===== config.mk =====
export PLATFORM = sky130hd
export DESIGN_NAME = ccos_sequencer
export DESIGN_NICKNAME = d
export VERILOG_FILES = /design/src/design/ccos_pkg.sv /design/src/design/ccos_sync2.sv /design/src/design/ccos_delay_timer.sv /design/src/design/ccos_sequencer.sv
export VERILOG_INCLUDE_DIRS = /design/src /design/src/design
export SDC_FILE = /design/constraint.sdc
export NUM_CORES = 1
export LEC_CHECK = 0
export ABC_AREA = 1
export BUFFER_PORTS_ARGS = -buffer_cell sky130_fd_sc_hd__buf_2
export CORE_MARGIN = 3
export CORE_UTILIZATION = 46
export CTS_BUF_LIST = sky130_fd_sc_hd__clkbuf_4 sky130_fd_sc_hd__clkbuf_8
export DETAILED_ROUTE_END_ITERATION = 16
export HOLD_SLACK_MARGIN = 0.1
export PLACE_DENSITY_LB_ADDON = 0.12
export SYNTH_ARGS = -nofsm -noshare
export SYNTH_HDL_FRONTEND = slang
export SYNTH_HIERARCHICAL = 1
export SYNTH_SLANG_ARGS = --single-unit

===== constraint.sdc =====
create_clock -name clk_sys_i -period 4.2 [get_ports clk_sys_i]
set_input_delay 0.42 -clock clk_sys_i [delete_from_list [all_inputs] [get_ports clk_sys_i]]
set_output_delay 0.42 -clock clk_sys_i [all_outputs]
set_load 0.02 [all_outputs]

===== src/design/ccos_regs.svh =====
`ifndef CCOS_REGS_SVH
`define CCOS_REGS_SVH

// Register byte addresses
`define CCOS_ADDR_W           16
`define CCOS_ADDR_FIRST_CFG   16'hfe79
`define CCOS_ADDR_SECOND_CFG  16'hfe7a
`define CCOS_ADDR_THIRD_CFG   16'hfe7b
`define CCOS_ADDR_STATUS      16'hfe90

// Reset values
`define CCOS_RST_FIRST_CFG    8'h00
`define CCOS_RST_SECOND_CFG   8'h00
`define CCOS_RST_THIRD_CFG    8'h00
`define CCOS_RDATA_IDLE       8'h00

// On-request selection codes
`define CCOS_SEL_ALWAYS       2'h0
`define CCOS_SEL_PIN          2'h1
`define CCOS_SEL_SOFT         2'h2
`define CCOS_SEL_BOTH         2'h3

// Delay selection codes
`define CCOS_DLY_NONE         2'h0
`define CCOS_DLY_SHORT        2'h1
`define CCOS_DLY_MID          2'h2
`define CCOS_DLY_LONG         2'h3

// Channel indices
`define CCOS_NUM_CH           3
`define CCOS_CH_A             0
`define CCOS_CH_B             1
`define CCOS_CH_C             2

// Timing, in the printed units, and the clock rate
`define CCOS_CLK_HZ           10000000
`define CCOS_HZ_PER_KHZ       1000
`define CCOS_T_SHORT_MS       50
`define CCOS_T_MID_MS         250
`define CCOS_T_LONG_MS        1000
`define CCOS_CNT_W            24

`endif


===== src/design/ccos_pkg.sv =====
package ccos_pkg;

   // Layout of the first and second channel setting registers
   typedef struct packed {
      logic       pin_invert;
      logic       soft_on;
      logic [1:0] req_sel;
      logic [1:0] on_dly;
      logic [1:0] off_dly;
   } ccos_ab_cfg_t;

   // Layout of the third channel and re-enable register
   typedef struct packed {
      logic       extra_c;
      logic       extra_b;
      logic       extra_a;
      logic       src_sel;
      logic [1:0] on_dly;
      logic [1:0] off_dly;
   } ccos_c_cfg_t;

   // Read-only status layout
   typedef struct packed {
      logic [1:0] unused;
      logic [2:0] req;
      logic [2:0] en;
   } ccos_status_t;

   typedef enum logic [2:0] {
      CCOS_IDLE,
      CCOS_ON_WAIT,
      CCOS_RUN,
      CCOS_OFF_WAIT,
      CCOS_FAULT,
      CCOS_EXTRA_WAIT
   } ccos_state_t;

endpackage


===== src/design/ccos_sync2.sv =====
`timescale 1ns/10ps
module ccos_sync2 #(
   parameter int unsigned WIDTH = 2
) (
   input  wire logic             clk_sys_i,
   input  wire logic             rst_i,
   input  wire logic             ce_i,
   input  wire logic [WIDTH-1:0] async_i,
   output logic      [WIDTH-1:0] sync_o
);
   logic [WIDTH-1:0] meta;

   always_ff @(posedge clk_sys_i) begin
      if (rst_i) begin
         meta   <= '0;
         sync_o <= '0;
      end else if (ce_i) begin
         meta   <= async_i;
         sync_o <= meta;
      end
   end
endmodule // ccos_sync2


===== src/design/ccos_delay_timer.sv =====
`timescale 1ns/10ps
`include "ccos_regs.svh"
module ccos_delay_timer #(
   parameter int unsigned       CNT_W     = `CCOS_CNT_W,
   parameter logic [CNT_W-1:0]  SHORT_CYC = CNT_W'(500000),
   parameter logic [CNT_W-1:0]  MID_CYC   = CNT_W'(2500000),
   parameter logic [CNT_W-1:0]  LONG_CYC  = CNT_W'(10000000)
) (
   input  wire logic       clk_sys_i,
   input  wire logic       rst_i,
   input  wire logic       ce_i,
   input  wire logic       load_i,
   input  wire logic [1:0] code_i,
   output logic            done_o
);
   logic [CNT_W-1:0] cnt;
   logic             run;

   function automatic logic [CNT_W-1:0] delay_cycles(input logic [1:0] code);
      unique case (code)
         `CCOS_DLY_NONE:  delay_cycles = '0;
         `CCOS_DLY_SHORT: delay_cycles = SHORT_CYC;
         `CCOS_DLY_MID:   delay_cycles = MID_CYC;
         `CCOS_DLY_LONG:  delay_cycles = LONG_CYC;
      endcase
   endfunction

   // A new load restarts the count and discards any run in progress
   always_ff @(posedge clk_sys_i) begin
      if (rst_i) begin
         cnt    <= '0;
         run    <= 1'b0;
         done_o <= 1'b0;
      end else if (ce_i) begin
         done_o <= 1'b0;
         if (load_i) begin
            cnt <= delay_cycles(code_i);
            run <= 1'b1;
         end else if (run) begin
            if (cnt == '0) begin
               done_o <= 1'b1;
               run    <= 1'b0;
            end else begin
               cnt <= cnt - CNT_W'(1);
            end
         end
      end
   end
endmodule // ccos_delay_timer


===== src/design/ccos_sequencer.sv =====
// How it works
// - Bit 7 adds third channel delay after flag
// - Bit 6 adds second channel delay after flag
// - Bit 5 adds first channel delay after flag
// - Bit 4: first or second, else always on
// - Bits 3:2 set third channel start delay
// - Bits 1:0 set third channel off delay
// - Two-bit field forms first channel on-request
//
// Design decision made here: the plain strobed port.
`timescale 1ns/10ps
`include "ccos_regs.svh"
module ccos_sequencer #(
   parameter int unsigned                 CNT_W     = `CCOS_CNT_W,
   parameter logic [`CCOS_CNT_W-1:0]      SHORT_CYC = `CCOS_CNT_W'(
      `CCOS_T_SHORT_MS * (`CCOS_CLK_HZ / `CCOS_HZ_PER_KHZ)),
   parameter logic [`CCOS_CNT_W-1:0]      MID_CYC   = `CCOS_CNT_W'(
      `CCOS_T_MID_MS * (`CCOS_CLK_HZ / `CCOS_HZ_PER_KHZ)),
   parameter logic [`CCOS_CNT_W-1:0]      LONG_CYC  = `CCOS_CNT_W'(
      `CCOS_T_LONG_MS * (`CCOS_CLK_HZ / `CCOS_HZ_PER_KHZ))
) (
   input  wire logic                    clk_sys_i,
   input  wire logic                    rst_i,
   input  wire logic                    ce_i,
   // Register port
   input  wire logic [`CCOS_ADDR_W-1:0] addr_i,
   input  wire logic [7:0]              wdata_i,
   input  wire logic                    wr_i,
   input  wire logic                    rd_i,
   output logic      [7:0]              rdata_o,
   // Device pins for the first and second channel on-requests
   input  wire logic                    first_channel_on_pin_i,
   input  wire logic                    second_channel_on_pin_i,
   // Protection flags, index 0 first channel, 2 third channel
   input  wire logic [2:0]              flag_active_i,
   input  wire logic [2:0]              reenable_done_i,
   // Sequencing results
   output logic      [2:0]              channel_enable_o,
   output logic      [2:0]              soft_start_o,
   output logic                         third_channel_on_request_o
);
   localparam int unsigned NCH = `CCOS_NUM_CH;

   ccos_pkg::ccos_ab_cfg_t first_cfg;
   ccos_pkg::ccos_ab_cfg_t second_cfg;
   ccos_pkg::ccos_c_cfg_t  third_cfg;
   ccos_pkg::ccos_status_t status;

   logic [1:0]       pin_sync;
   logic             first_channel_on_request;
   logic             second_channel_on_request;
   logic             third_channel_on_request;
   logic [NCH-1:0]   req;
   logic [NCH-1:0]   extra;
   logic [1:0]       on_code  [NCH];
   logic [1:0]       off_code [NCH];
   logic [NCH-1:0]   tmr_load;
   logic [1:0]       tmr_code [NCH];
   logic [NCH-1:0]   tmr_done;

   ccos_pkg::ccos_state_t state [NCH];

   // Pins come from outside the clock domain
   ccos_sync2 #(
      .WIDTH (2)
   ) u_pin_sync (
      .clk_sys_i (clk_sys_i),
      .rst_i     (rst_i),
      .ce_i      (ce_i),
      .async_i   ({second_channel_on_pin_i, first_channel_on_pin_i}),
      .sync_o    (pin_sync)
   );

   // Selects the on-request of the first or second channel
   function automatic logic form_request(input ccos_pkg::ccos_ab_cfg_t cfg,
                                         input logic pin);
      logic pin_on;
      pin_on = pin ^ cfg.pin_invert;
      unique case (cfg.req_sel)
         `CCOS_SEL_ALWAYS: form_request = 1'b1;
         `CCOS_SEL_PIN:    form_request = pin_on;
         `CCOS_SEL_SOFT:   form_request = cfg.soft_on;
         `CCOS_SEL_BOTH:   form_request = pin_on & cfg.soft_on;
      endcase
   endfunction

   always_comb begin
      first_channel_on_request  = form_request(first_cfg, pin_sync[0]);
      second_channel_on_request = form_request(second_cfg, pin_sync[1]);
      if (third_cfg.src_sel) begin
         third_channel_on_request = first_channel_on_request |
                                    second_channel_on_request;
      end else begin
         third_channel_on_request = 1'b1;
      end
   end

   // Per-channel views of the configuration
   always_comb begin
      req[`CCOS_CH_A]      = first_channel_on_request;
      req[`CCOS_CH_B]      = second_channel_on_request;
      req[`CCOS_CH_C]      = third_channel_on_request;
      extra[`CCOS_CH_A]    = third_cfg.extra_a;
      extra[`CCOS_CH_B]    = third_cfg.extra_b;
      extra[`CCOS_CH_C]    = third_cfg.extra_c;
      on_code[`CCOS_CH_A]  = first_cfg.on_dly;
      on_code[`CCOS_CH_B]  = second_cfg.on_dly;
      on_code[`CCOS_CH_C]  = third_cfg.on_dly;
      off_code[`CCOS_CH_A] = first_cfg.off_dly;
      off_code[`CCOS_CH_B] = second_cfg.off_dly;
      off_code[`CCOS_CH_C] = third_cfg.off_dly;
   end

   // Register writes
   always_ff @(posedge clk_sys_i) begin
      if (rst_i) begin
         first_cfg  <= `CCOS_RST_FIRST_CFG;
         second_cfg <= `CCOS_RST_SECOND_CFG;
         third_cfg  <= `CCOS_RST_THIRD_CFG;
      end else if (ce_i && wr_i) begin
         unique case (addr_i)
            `CCOS_ADDR_FIRST_CFG:  first_cfg  <= wdata_i;
            `CCOS_ADDR_SECOND_CFG: second_cfg <= wdata_i;
            `CCOS_ADDR_THIRD_CFG:  third_cfg  <= wdata_i;
            default: ;
         endcase
      end
   end

   always_comb begin
      status        = '0;
      status.req    = req;
      status.en     = channel_enable_o;
   end

   // Register reads, data in the cycle after the strobe
   always_ff @(posedge clk_sys_i) begin
      if (rst_i) begin
         rdata_o <= `CCOS_RDATA_IDLE;
      end else if (ce_i) begin
         rdata_o <= `CCOS_RDATA_IDLE;
         if (rd_i) begin
            unique case (addr_i)
               `CCOS_ADDR_FIRST_CFG:  rdata_o <= first_cfg;
               `CCOS_ADDR_SECOND_CFG: rdata_o <= second_cfg;
               `CCOS_ADDR_THIRD_CFG:  rdata_o <= third_cfg;
               `CCOS_ADDR_STATUS:     rdata_o <= status;
               default:               rdata_o <= `CCOS_RDATA_IDLE;
            endcase
         end
      end
   end

   always_ff @(posedge clk_sys_i) begin
      if (rst_i) begin
         third_channel_on_request_o <= 1'b0;
      end else if (ce_i) begin
         third_channel_on_request_o <= third_channel_on_request;
      end
   end

   for (genvar i = 0; i < NCH; i++) begin : g_ch
      // Timer start, issued on the same edge as the state change so
      // that a stale expiry can never meet a freshly entered wait
      always_comb begin
         tmr_load[i] = 1'b0;
         tmr_code[i] = on_code[i];
         unique case (state[i])
            ccos_pkg::CCOS_IDLE: begin
               tmr_load[i] = req[i] & ~flag_active_i[i];
            end
            ccos_pkg::CCOS_RUN: begin
               tmr_load[i] = ~flag_active_i[i] & ~req[i];
               tmr_code[i] = off_code[i];
            end
            ccos_pkg::CCOS_FAULT: begin
               tmr_load[i] = reenable_done_i[i] & req[i] & extra[i];
            end
            default: ;
         endcase
      end

      ccos_delay_timer #(
         .CNT_W     (CNT_W),
         .SHORT_CYC (SHORT_CYC),
         .MID_CYC   (MID_CYC),
         .LONG_CYC  (LONG_CYC)
      ) u_timer (
         .clk_sys_i (clk_sys_i),
         .rst_i     (rst_i),
         .ce_i      (ce_i),
         .load_i    (tmr_load[i]),
         .code_i    (tmr_code[i]),
         .done_o    (tmr_done[i])
      );

      always_ff @(posedge clk_sys_i) begin
         if (rst_i) begin
            state[i]            <= ccos_pkg::CCOS_IDLE;
            channel_enable_o[i] <= 1'b0;
            soft_start_o[i]     <= 1'b0;
         end else if (ce_i) begin
            soft_start_o[i] <= 1'b0;
            unique case (state[i])
               ccos_pkg::CCOS_IDLE: begin
                  if (tmr_load[i]) begin
                     state[i] <= ccos_pkg::CCOS_ON_WAIT;
                  end
               end
               ccos_pkg::CCOS_ON_WAIT: begin
                  if (!req[i]) begin
                     state[i] <= ccos_pkg::CCOS_IDLE;
                  end else if (flag_active_i[i]) begin
                     state[i] <= ccos_pkg::CCOS_FAULT;
                  end else if (tmr_done[i]) begin
                     state[i]            <= ccos_pkg::CCOS_RUN;
                     channel_enable_o[i] <= 1'b1;
                     soft_start_o[i]     <= 1'b1;
                  end
               end
               ccos_pkg::CCOS_RUN: begin
                  if (flag_active_i[i]) begin
                     state[i]            <= ccos_pkg::CCOS_FAULT;
                     channel_enable_o[i] <= 1'b0;
                  end else if (!req[i]) begin
                     state[i] <= ccos_pkg::CCOS_OFF_WAIT;
                  end
               end
               ccos_pkg::CCOS_OFF_WAIT: begin
                  if (flag_active_i[i]) begin
                     state[i]            <= ccos_pkg::CCOS_FAULT;
                     channel_enable_o[i] <= 1'b0;
                  end else if (req[i]) begin
                     state[i] <= ccos_pkg::CCOS_RUN;
                  end else if (tmr_done[i]) begin
                     state[i]            <= ccos_pkg::CCOS_IDLE;
                     channel_enable_o[i] <= 1'b0;
                  end
               end
               ccos_pkg::CCOS_FAULT: begin
                  if (reenable_done_i[i] && !flag_active_i[i]) begin
                     if (!req[i]) begin
                        state[i] <= ccos_pkg::CCOS_IDLE;
                     end else if (extra[i]) begin
                        state[i] <= ccos_pkg::CCOS_EXTRA_WAIT;
                     end else begin
                        state[i]            <= ccos_pkg::CCOS_RUN;
                        channel_enable_o[i] <= 1'b1;
                        soft_start_o[i]     <= 1'b1;
                     end
                  end
               end
               ccos_pkg::CCOS_EXTRA_WAIT: begin
                  if (!req[i]) begin
                     state[i] <= ccos_pkg::CCOS_IDLE;
                  end else if (flag_active_i[i]) begin
                     state[i] <= ccos_pkg::CCOS_FAULT;
                  end else if (tmr_done[i]) begin
                     state[i]            <= ccos_pkg::CCOS_RUN;
                     channel_enable_o[i] <= 1'b1;
                     soft_start_o[i]     <= 1'b1;
                  end
               end
               default: begin
                  state[i]            <= ccos_pkg::CCOS_IDLE;
                  channel_enable_o[i] <= 1'b0;
               end
            endcase
         end
      end
   end
endmodule // ccos_sequencer


==> results of run 1 <==
## state kept, by name (all words and copies together) (netlist names), 2 cells and up
name and flops:
rdata_o 8, state 9, soft_start_o 3, channel_enable_o 3, u_pin_sync/meta 2, g_ch.u_timer/run 3
second_cfg 4, first_cfg 8, on_code 4, off_code 4, g_ch.u_timer/cnt 72, extra 3
g_ch.u_timer/done_o 3, u_pin_sync/sync_o 2
## synth_stat cells (5+ instances only)
master,number
nand2_1,319
nor2_1,196
inv_1,173
a21oi_1,135
dfxtp_1,121
o21ai_0,111
nand3_1,100
nand4_1,23
nor3_1,21
ha_1,18
clkbuf_1,16
nor2_2,14
xor2_1,12
buf_6,10
nand2_2,10
edfxtp_1,9
nand3b_1,9
or2_2,9
nor2_4,7
nand2_4,6
o22ai_1,6
buf_4,5
nand3_2,5
## through the flow
step / std cells / instance area [um2]
6_report: 1659 / 9390
5_1_grt: 1659 / 9390
4_1_cts: 1659 / 9390
3_5_place_dp: 1627 / 9000
3_3_place_gp: 1627 / 9000
2_1_floorplan: 1379 / 8660
## logic make-up after synthesis
kind of cell	Yosys count	share of synthesized area [%]
xor+xnor	12	1.21
compound gates	271	16.2
fa+ha+maj	18	2.60
flops	130	31.1
buf+inv	217	10.6
simple gates	731	38.3
## area by class of cell
| cell class | instances | share of cell area (%) |
|---|---|---|
| repair buffers | 56 | 3.12 |
| flip-flops and latches | 130 | 28.7 |
| multi-input cells | 1032 | 53.8 |
| inverters | 180 | 7.24 |
| well taps | 229 | 3.05 |
| clock buffers | 17 | 2.49 |
| clock inverters | 15 | 1.61 |
## report_power, final
part / internal (mW) / leakage, nW / total [mW] / switching, mW
registers: 1.33 / 1.08 / 1.41 / 0.0868
clock network: 0.484 / 0.186 / 1.05 / 0.568
logic: 0.401 / 3.05 / 1.20 / 0.798
total: 2.21 / 4.32 / 3.67 / 1.45
## how the worst max path moves through the flow
| stage | cells after the start | slack [ns] | to | from |
|---|---|---|---|---|
| 2_1_floorplan | 13 | 2.04 | g_ch[0].u_timer/cnt[17] | state[0][2] |
| 3_3_place_gp | 13 | 1.40 | g_ch[0].u_timer/cnt[17] | state[0][2] |
| 3_5_place_dp | 14 | 1.39 | g_ch[2].u_timer/cnt[13] | second_cfg[7] |
| 4_1_cts | 14 | 1.34 | g_ch[2].u_timer/cnt[5] | second_cfg[7] |
| 5_1_grt | 13 | 0.98 | g_ch[0].u_timer/cnt[13] | state[0][2] |
| 6_report | 13 | 1.37 | g_ch[0].u_timer/cnt[8] | state[0][2] |
## worst max-delay path, delay by kind of cell (launching register included)
| family | cells | cell delay, ns |
|---|---|---|
| AND/OR/NAND/NOR | 8 | 1.46 |
| flip-flops | 1 | 0.45 |
| buffers and inverters | 3 | 0.58 |
| AO/OA/AOI/OAI | 2 | 0.20 |
## per-layer routing
metal	GRT usage, %	vias up	wire (um)
met5	0	-	0
met4	6.50	0	405
met3	3.99	30	1310
met2	37.3	243	10500
met1	32.1	3980	11000
li1	-	4530	-
## layout by cell type (no fill, tap or decap), types with 6 or more instances in the layout
| cell | synthesis | layout |
|---|---|---|
| nand4_1 | 23 | 23 |
| clkbuf_8 | 0 | 17 |
| dfxtp_1 | 121 | 121 |
| nor2_1 | 196 | 196 |
| xor2_1 | 12 | 12 |
| nand2_2 | 10 | 10 |
| inv_1 | 173 | 173 |
| edfxtp_1 | 9 | 9 |
| nor2_4 | 7 | 7 |
| nand2_4 | 6 | 6 |
| nor2_2 | 14 | 14 |
| buf_2 | 2 | 51 |
| or2_2 | 9 | 9 |
| nand3_1 | 100 | 100 |
| nand3b_1 | 9 | 9 |
| nor3_1 | 21 | 21 |
| o22ai_1 | 6 | 6 |
| ha_1 | 18 | 18 |
| o21ai_0 | 111 | 110 |
| nand2_1 | 319 | 319 |
| a21oi_1 | 135 | 135 |
==> results.cfg, run 1 <==
[global_routing]
antenna_found_initial = 0
grt_overflow = 0
grt_first_pass_wirelength_um = 38900
grt_pass1_vias = 8024
grt_usage_pct = 23.2
grt_max_degree = 44

[sta]
rsz0062_at_grt = false
slew-limit-headroom_pct = 42.9
setup_ws_ns = 1.37
fmax_mhz = 353
holdWs_ns = 0.242
setup_viol = 0
worst_pin_slew_ns = 0.855
slew_viol_final = 0
setup_tns_ns = 0
fin_crit_sh_pct = 67.4
hold_viol_final = 0
fin_crit_ns = 2.83
skew_ns = 0.0167

[placement]
portBuffers = 51
dp_hpwl_um = 17000
place_ws_ns = 1.39
globalplace.congestion = 0.964

[synthesis]
yosys_most_used_dff = dfxtp_1
synth_area_um2 = 8660
synth_cells = 1379
synth_edf_count = 9
ys_warn_count = 6
synth_cell_type_count = 43
async_flop_share_pct = 0
avgSynthCellArea_um2 = 6.28
ys_ff_latch = 130
yosysSeqAreaShare_pct = 31.1
synth.area.top_cells = dfxtp_1 (28%), nand2_1 (14%), nor2_1 (8.5%), a21oi_1 (7.8%), inv_1 (7.5%)
synth_nets = 1434
synth.largest_area_cell = dfxtp_1
netlist.area_leader.share_pct = 28.0

[layout]
nets = 1472
final_util_pct = 51.6
multi_input_area_um2 = 5050
fillers = 1884
regArea_um2 = 2690
antennaDiodeCount = 0
area_growth_syn_to_layout_pct = 8.42
drive_above_1_share_pct = 11.0

[detailed_routing]
drt_wl_total_um = 23200
ant_nets = 0
initialDrtViolationCount = 633
via_per_inst = 5.29
drc = 0
post_drt_wl_per_cell_um = 14.0
firstDrtPassIters = 5
vias = 8783

[setup_path]
critical_path_class = register to register
cp_common_cell = nand2_1
regToRegStartpoint = state[0][2]
reg2reg_depth = 13
cp-start-kind = register
slowest_stage = edfxtp_1
r2r-end = g_ch[0].u_timer/cnt[8]
r2r_setup_slack_ns = 1.37
end_kind = register
cpPeakStageDelay_ns = 0.45
crit_chain = inv_1 > nand2_1 > nor2_1 > nand3_1 > o21ai_0 > nand2_1 > nand2_1 > buf_4 > nand2_1 > nand2_4 > clkinv_2 > nor2_1 > a21oi_1
worst_ep_required_time_ns = 4.52
cp_data_arrival_time_ns = 3.15
cp_max_fo = 32

[floorplanning]
ios = 52
initial_core_util_pct = 47.6
die_h_um = 143
num_rows = 49
dieArea_um2 = 20500
coreArea_um2 = 18200
die_x_um = 143

[cts]
clk_pin_slew_ns = 0.09
post_cts_buffers = 0
numCtsBuffers = 17
clk_path_buf_depth = 2
holdBufCountCts = 0
tritoncts = yes
cts_resized = 0
cts_sinks = 130
ctsRootBufferMaster = clkbuf_8
htree_levels = 4
clkLatencyLatePin_ns = 0.45

[min_path]
holdPathStages = 3
hold_start = wdata_i[7]
hold_path_class = primary input to register
hold_path_end = first_cfg[7]

[flow_run]
max-cap-violations = 0

[pwr]
power.total_mw = 3.67
ir_worst_vdd_uv = 180
total_leakage_power_nw = 4.32
p_per_area_nw_per_um2 = 390

[run_status]
outcome = complete, no violations
Power figures use the tool's default switching activity.
==> inputs of run 2 (changes only) <==
- clock period: 4.2 -> 2.6 ns (I/O delays scaled with it)
==> run 2 against run 1 <==
  * Critical path depth shrank 4
  * Via count rose by 0.57%
  * Global-route usage fell by 0.61 points
  * Sequential power up 62%
  * Worst setup slack got worse by 1.1 ns
  * Clock skew fell by 0.0039 ns
  * Highest routed layer unchanged
==> results.cfg, run 2 (same netlist as run 1, synthesis figures left out) <==
[floorplanning]
coreArea_um2 = 18200
ios = 52
initial_core_util_pct = 47.6
die_h_um = 143
die_x_um = 143
num_rows = 49
dieArea_um2 = 20500

[sta]
worst_pin_slew_ns = 0.820
hold_viol_final = 0
setup_ws_ns = 0.267
fin_crit_ns = 2.33
slew-limit-headroom_pct = 45.3
fin_crit_sh_pct = 89.7
setup_tns_ns = 0
fmax_mhz = 429
slew_viol_final = 0
rsz0062_at_grt = false
skew_ns = 0.0129
setup_viol = 0

[cts]
clk_path_buf_depth = 2
numCtsBuffers = 17
clk_pin_slew_ns = 0.08
ctsRootBufferMaster = clkbuf_8
htree_levels = 4
cts_sinks = 130
post_cts_buffers = 0
tritoncts = yes
clkLatencyLatePin_ns = 0.45

[pwr]
ir_worst_vdd_uv = 315
p_sw_mw = 2.28
p_clk_share_pct = 33.7
seq_power_share_pct = 35.6
power_frac_comb_pct = 30.7
swShare_pct = 35.6
p_per_area_nw_per_um2 = 663
total_leakage_power_nw = 4.46
internal_power_mw = 4.14

[placement]
place_ws_ns = 0.183
post_dp_cell_area_um2 = 9060
globalplace.congestion = 0.954
dp_hpwl_um = 17200
portBuffers = 51

[layout]
antennaDiodeCount = 0
final_cell_area_um2 = 9680
final_util_pct = 53.2
area_growth_syn_to_layout_pct = 11.8
final_common_cell = nand2_1
reg_top3 = g_ch.u_timer/cnt: 72 flops, state: 9 flops
largest_register_ffs = 72
top_register = g_ch.u_timer/cnt
most-common-layout-cells = nand2_1 (319), nor2_1 (194), inv_1 (173), a21oi_1 (135), dfxtp_1 (121)
drive_above_1_share_pct = 11.5
nets = 1490

[detailed_routing]
ant_nets = 0
drc = 0
firstDrtPassIters = 6
post_drt_wl_per_cell_um = 13.8
vias = 8833
drt_wl_total_um = 23200
initialDrtViolationCount = 709
via_per_inst = 5.27

[global_routing]
grt_overflow = 0
grt_max_degree = 34
grt_pass1_vias = 7899
grt_usage_pct = 22.6
antenna_found_initial = 0
grt_first_pass_wirelength_um = 38100

[min_path]
hold_path_class = primary input to register

[flow_run]
max-cap-violations = 0

[setup_path]
cp_max_fo = 6
cp-start-kind = register
critical_path_class = register to register
cp_data_arrival_time_ns = 2.66
end_kind = register
worst_ep_required_time_ns = 2.92

[run_status]
outcome = complete, no violations
[run 2: cell type report]
class                      instances  area [um2]
fill                            1827        8530
multi-input combinational       1032        5070
sequential                       130        2690
inverter                         180         679
timing repair buffer              74         453
tap                              229         287
clock buffer                      20         275
clock inverter                    12         225
[run 2: worst paths after layout]
check / startpoint / to / slack (ns) / cells after the start
setup / recovery: state[2][2] / g_ch[2].u_timer/cnt[5] / 0.27 / 9
hold reg to reg: g_ch[1].u_timer/cnt[1] / g_ch[1].u_timer/cnt[1] / 0.46 / 2
hold / removal: wdata_i[3] / first_cfg[3] / 0.15 / 3
setup reg to reg: state[2][2] / g_ch[2].u_timer/cnt[5] / 0.27 / 9
[run 2: power groups by stage]
stage	Combinational, mW	Clock, mW	Sequential (mW)
6_report	1.97	2.17	2.28
5_1_grt	2.24	2.29	2.30
4_1_cts	1.96	2.21	2.28
3_5_place_dp	1.93	0	2.32
3_3_place_gp	1.92	0	2.33
2_1_floorplan	1.55	0	2.29
[run 2: layer usage]
| metal | vias to the layer above | global-route usage [%] | part of all wire [%] |
|---|---|---|---|
| met5 | - | 0 | 0 |
| met4 | 0 | 5.75 | 1.4 |
| met3 | 29 | 4.19 | 5.9 |
| met2 | 268 | 36.4 | 45 |
| met1 | 3967 | 31.3 | 47 |
| li1 | 4569 | - | - |
[run 2: worst max-delay path: stages (launching register included)]
cell and delay (ns):
edfxtp_1 0.45, inv_1 0.18, nand3_1 0.20, o21ai_0 0.45
inv_1 0.13, ha_1 0.30, nand2_1 0.07, inv_1 0.04
nor2_1 0.28, a21oi_1 0.12
[run 2: per-stage QoR]
step                      total power, mW  std cells  hold WS, ns
after global routing                 6.83       1677        0.125
after floorplan                      3.84       1379        0.412
final                                6.42       1677        0.152
after global placement               4.24       1635        0.450
after CTS                            6.45       1677        0.117
after detailed placement             4.25       1635        0.456
[run 2: timing repair]
| action | in CTS | in global routing |
|---|---|---|
| resized for setup | 0 | 5 |
| hold endpoints to repair | 14 | 0 |
| hold buffers | 10 | 0 |
| setup endpoints to repair | 0 | 12 |
==> inputs of run 3 (changes only) <==
- CORE_MARGIN: 3 -> default
==> run 3 against run 2 <==
  * Largest power group unchanged
  * Clock power down 3%
  * Routed wire length shrank 0.68%
  * Highest routed layer unchanged
  * Critical path type unchanged
  * Register-to-register slack got worse by 0.03 ns
  * Die area down 5.5%
  * Worst setup slack lost 0.030 ns
  * Sequential share of layout area up 0.23 points
  * Non-clock buffer count shrank 4
==> results.cfg, run 3 (same netlist as run 1, synthesis figures left out) <==
[global_routing]
antenna_found_initial = 0
grt_max_degree = 29
grt.busiest_layer = met2
grt_first_pass_wirelength_um = 38400
grt_use_met2_pct = 39.3
grt_usage_pct = 24.3
grtUsageMet3_pct = 5.08
met1_usage_pct = 32.8
grt_overflow = 0
grt_pass1_vias = 7956

[sta]
worst_pin_slew_ns = 0.799
slew_viol_final = 0
fin_crit_ns = 2.36
skew_ns = 0.0174
fmax_mhz = 423
hold_viol_final = 0
rsz0062_at_grt = false
fin_crit_sh_pct = 90.9
setup_viol = 0
setup_tns_ns = 0
slew-limit-headroom_pct = 46.7

[setup_path]
cp-start-kind = register
end_kind = register
cp_max_fo = 6
critPathLaunch = state[2][2]
reg2reg_depth = 9
critical_path_class = register to register
worst_ep_required_time_ns = 2.92
regToRegStartpoint = state[2][2]
cp_data_arrival_time_ns = 2.69

[min_path]
hold_path_class = primary input to register
holdPathStages = 3
hold_start = wdata_i[2]

[floorplanning]
die_h_um = 139
ios = 52
coreArea_um2 = 18200
initial_core_util_pct = 47.6
num_rows = 49
dieArea_um2 = 19400
die_x_um = 139

[layout]
most-common-layout-cells = nand2_1 (319), nor2_1 (195), inv_1 (173), a21oi_1 (135), dfxtp_1 (121)
final_cells = 1672
final_common_cell = nand2_1
fillers = 1844
antennaDiodeCount = 0
largest_register_ffs = 72
area_growth_syn_to_layout_pct = 10.9
reg_top3 = g_ch.u_timer/cnt: 72 flops, state: 9 flops
nets = 1486
drive_above_1_share_pct = 11.4
top_register = g_ch.u_timer/cnt

[cts]
ctsRootBufferMaster = clkbuf_8
clkLatencyLatePin_ns = 0.46
cts_sinks = 130
post_cts_buffers = 0
htree_levels = 4
clk_pin_slew_ns = 0.08
numCtsBuffers = 17
tritoncts = yes
clk_path_buf_depth = 2

[detailed_routing]
drt_wl_total_um = 23100
post_drt_wl_per_cell_um = 13.8
drc = 0
initialDrtViolationCount = 835
vias = 8850
firstDrtPassIters = 5
ant_nets = 0
via_per_inst = 5.29

[flow_run]
max-cap-violations = 0

[run_status]
outcome = complete, no violations

[placement]
globalplace.congestion = 0.918
dp.cells = 1634
portBuffers = 51
dp_hpwl_um = 16800

[pwr]
total_leakage_power_nw = 4.43
ir_worst_vdd_uv = 450
power.total_mw = 6.33
p_per_area_nw_per_um2 = 659
[run 3: cell count changes in the layout (fill, tap and decap cells not counted), sizes merged]
cell         previous run  this run
dlygate4sd3            10         7
clkinv                  6         7
buf                    64        63
clkbuf                 20        17
clkinvlp                1         2
[run 3: where the power goes]
part / internal, mW / switching (mW)
logic: 0.666 / 1.28
registers: 2.14 / 0.137
clock network: 1.23 / 0.867
total: 4.04 / 2.29
[run 3: metal layers]
layer	routed length, um	up-vias
met4	291	0
met2	10300	288
li1	-	4585
met5	0	-
met3	1430	24
met1	11100	3953
[run 3: worst paths after layout]
| check | to | slack, ns |
|---|---|---|
| max | g_ch[2].u_timer/cnt[13] | 0.24 |
| min | first_cfg[2] | 0.13 |
| max reg2reg | g_ch[2].u_timer/cnt[13] | 0.24 |
| min reg2reg | rdata_o[6] | 0.47 |
[run 3: timing repair]
| action | 4_1_cts | 5_1_grt |
|---|---|---|
| hold endpoints to repair | 12 | 0 |
| resized for setup | 0 | 3 |
| setup endpoints to repair | 0 | 13 |
| hold buffers | 7 | 0 |
[run 3: critical path, cell delays in order (launching register included)]
cell and delay (ns):
edfxtp_1 0.47, inv_1 0.19, nand3_1 0.20, o21ai_0 0.47, inv_1 0.13, ha_1 0.30
nand2_1 0.07, inv_1 0.04, nor2_1 0.28, a21oi_1 0.11
[run 3: through the flow]
stage                     hold WS, ns  util [%]  setup WS, ns  instance area [um2]
after floorplan                 0.412         -         0.443                 8660
after global placement          0.452      49.7         0.232                 9050
after detailed placement        0.455      49.7         0.190                 9050
after CTS                       0.104      52.7         0.192                 9590
after global routing            0.113      52.7       0.00286                 9600
final                           0.128      52.7         0.237                 9600
[run 3: layout make-up]
cell class              count  area (um2)  area share [%]
clock buffers              17         234            2.44
clock inverters            14         235            2.45
inverters                 180         679            7.08
multi-input cells        1032        5050            52.6
flip-flops and latches    130        2690            28.0
well taps                 229         287            2.98
repair buffers             70         419            4.37
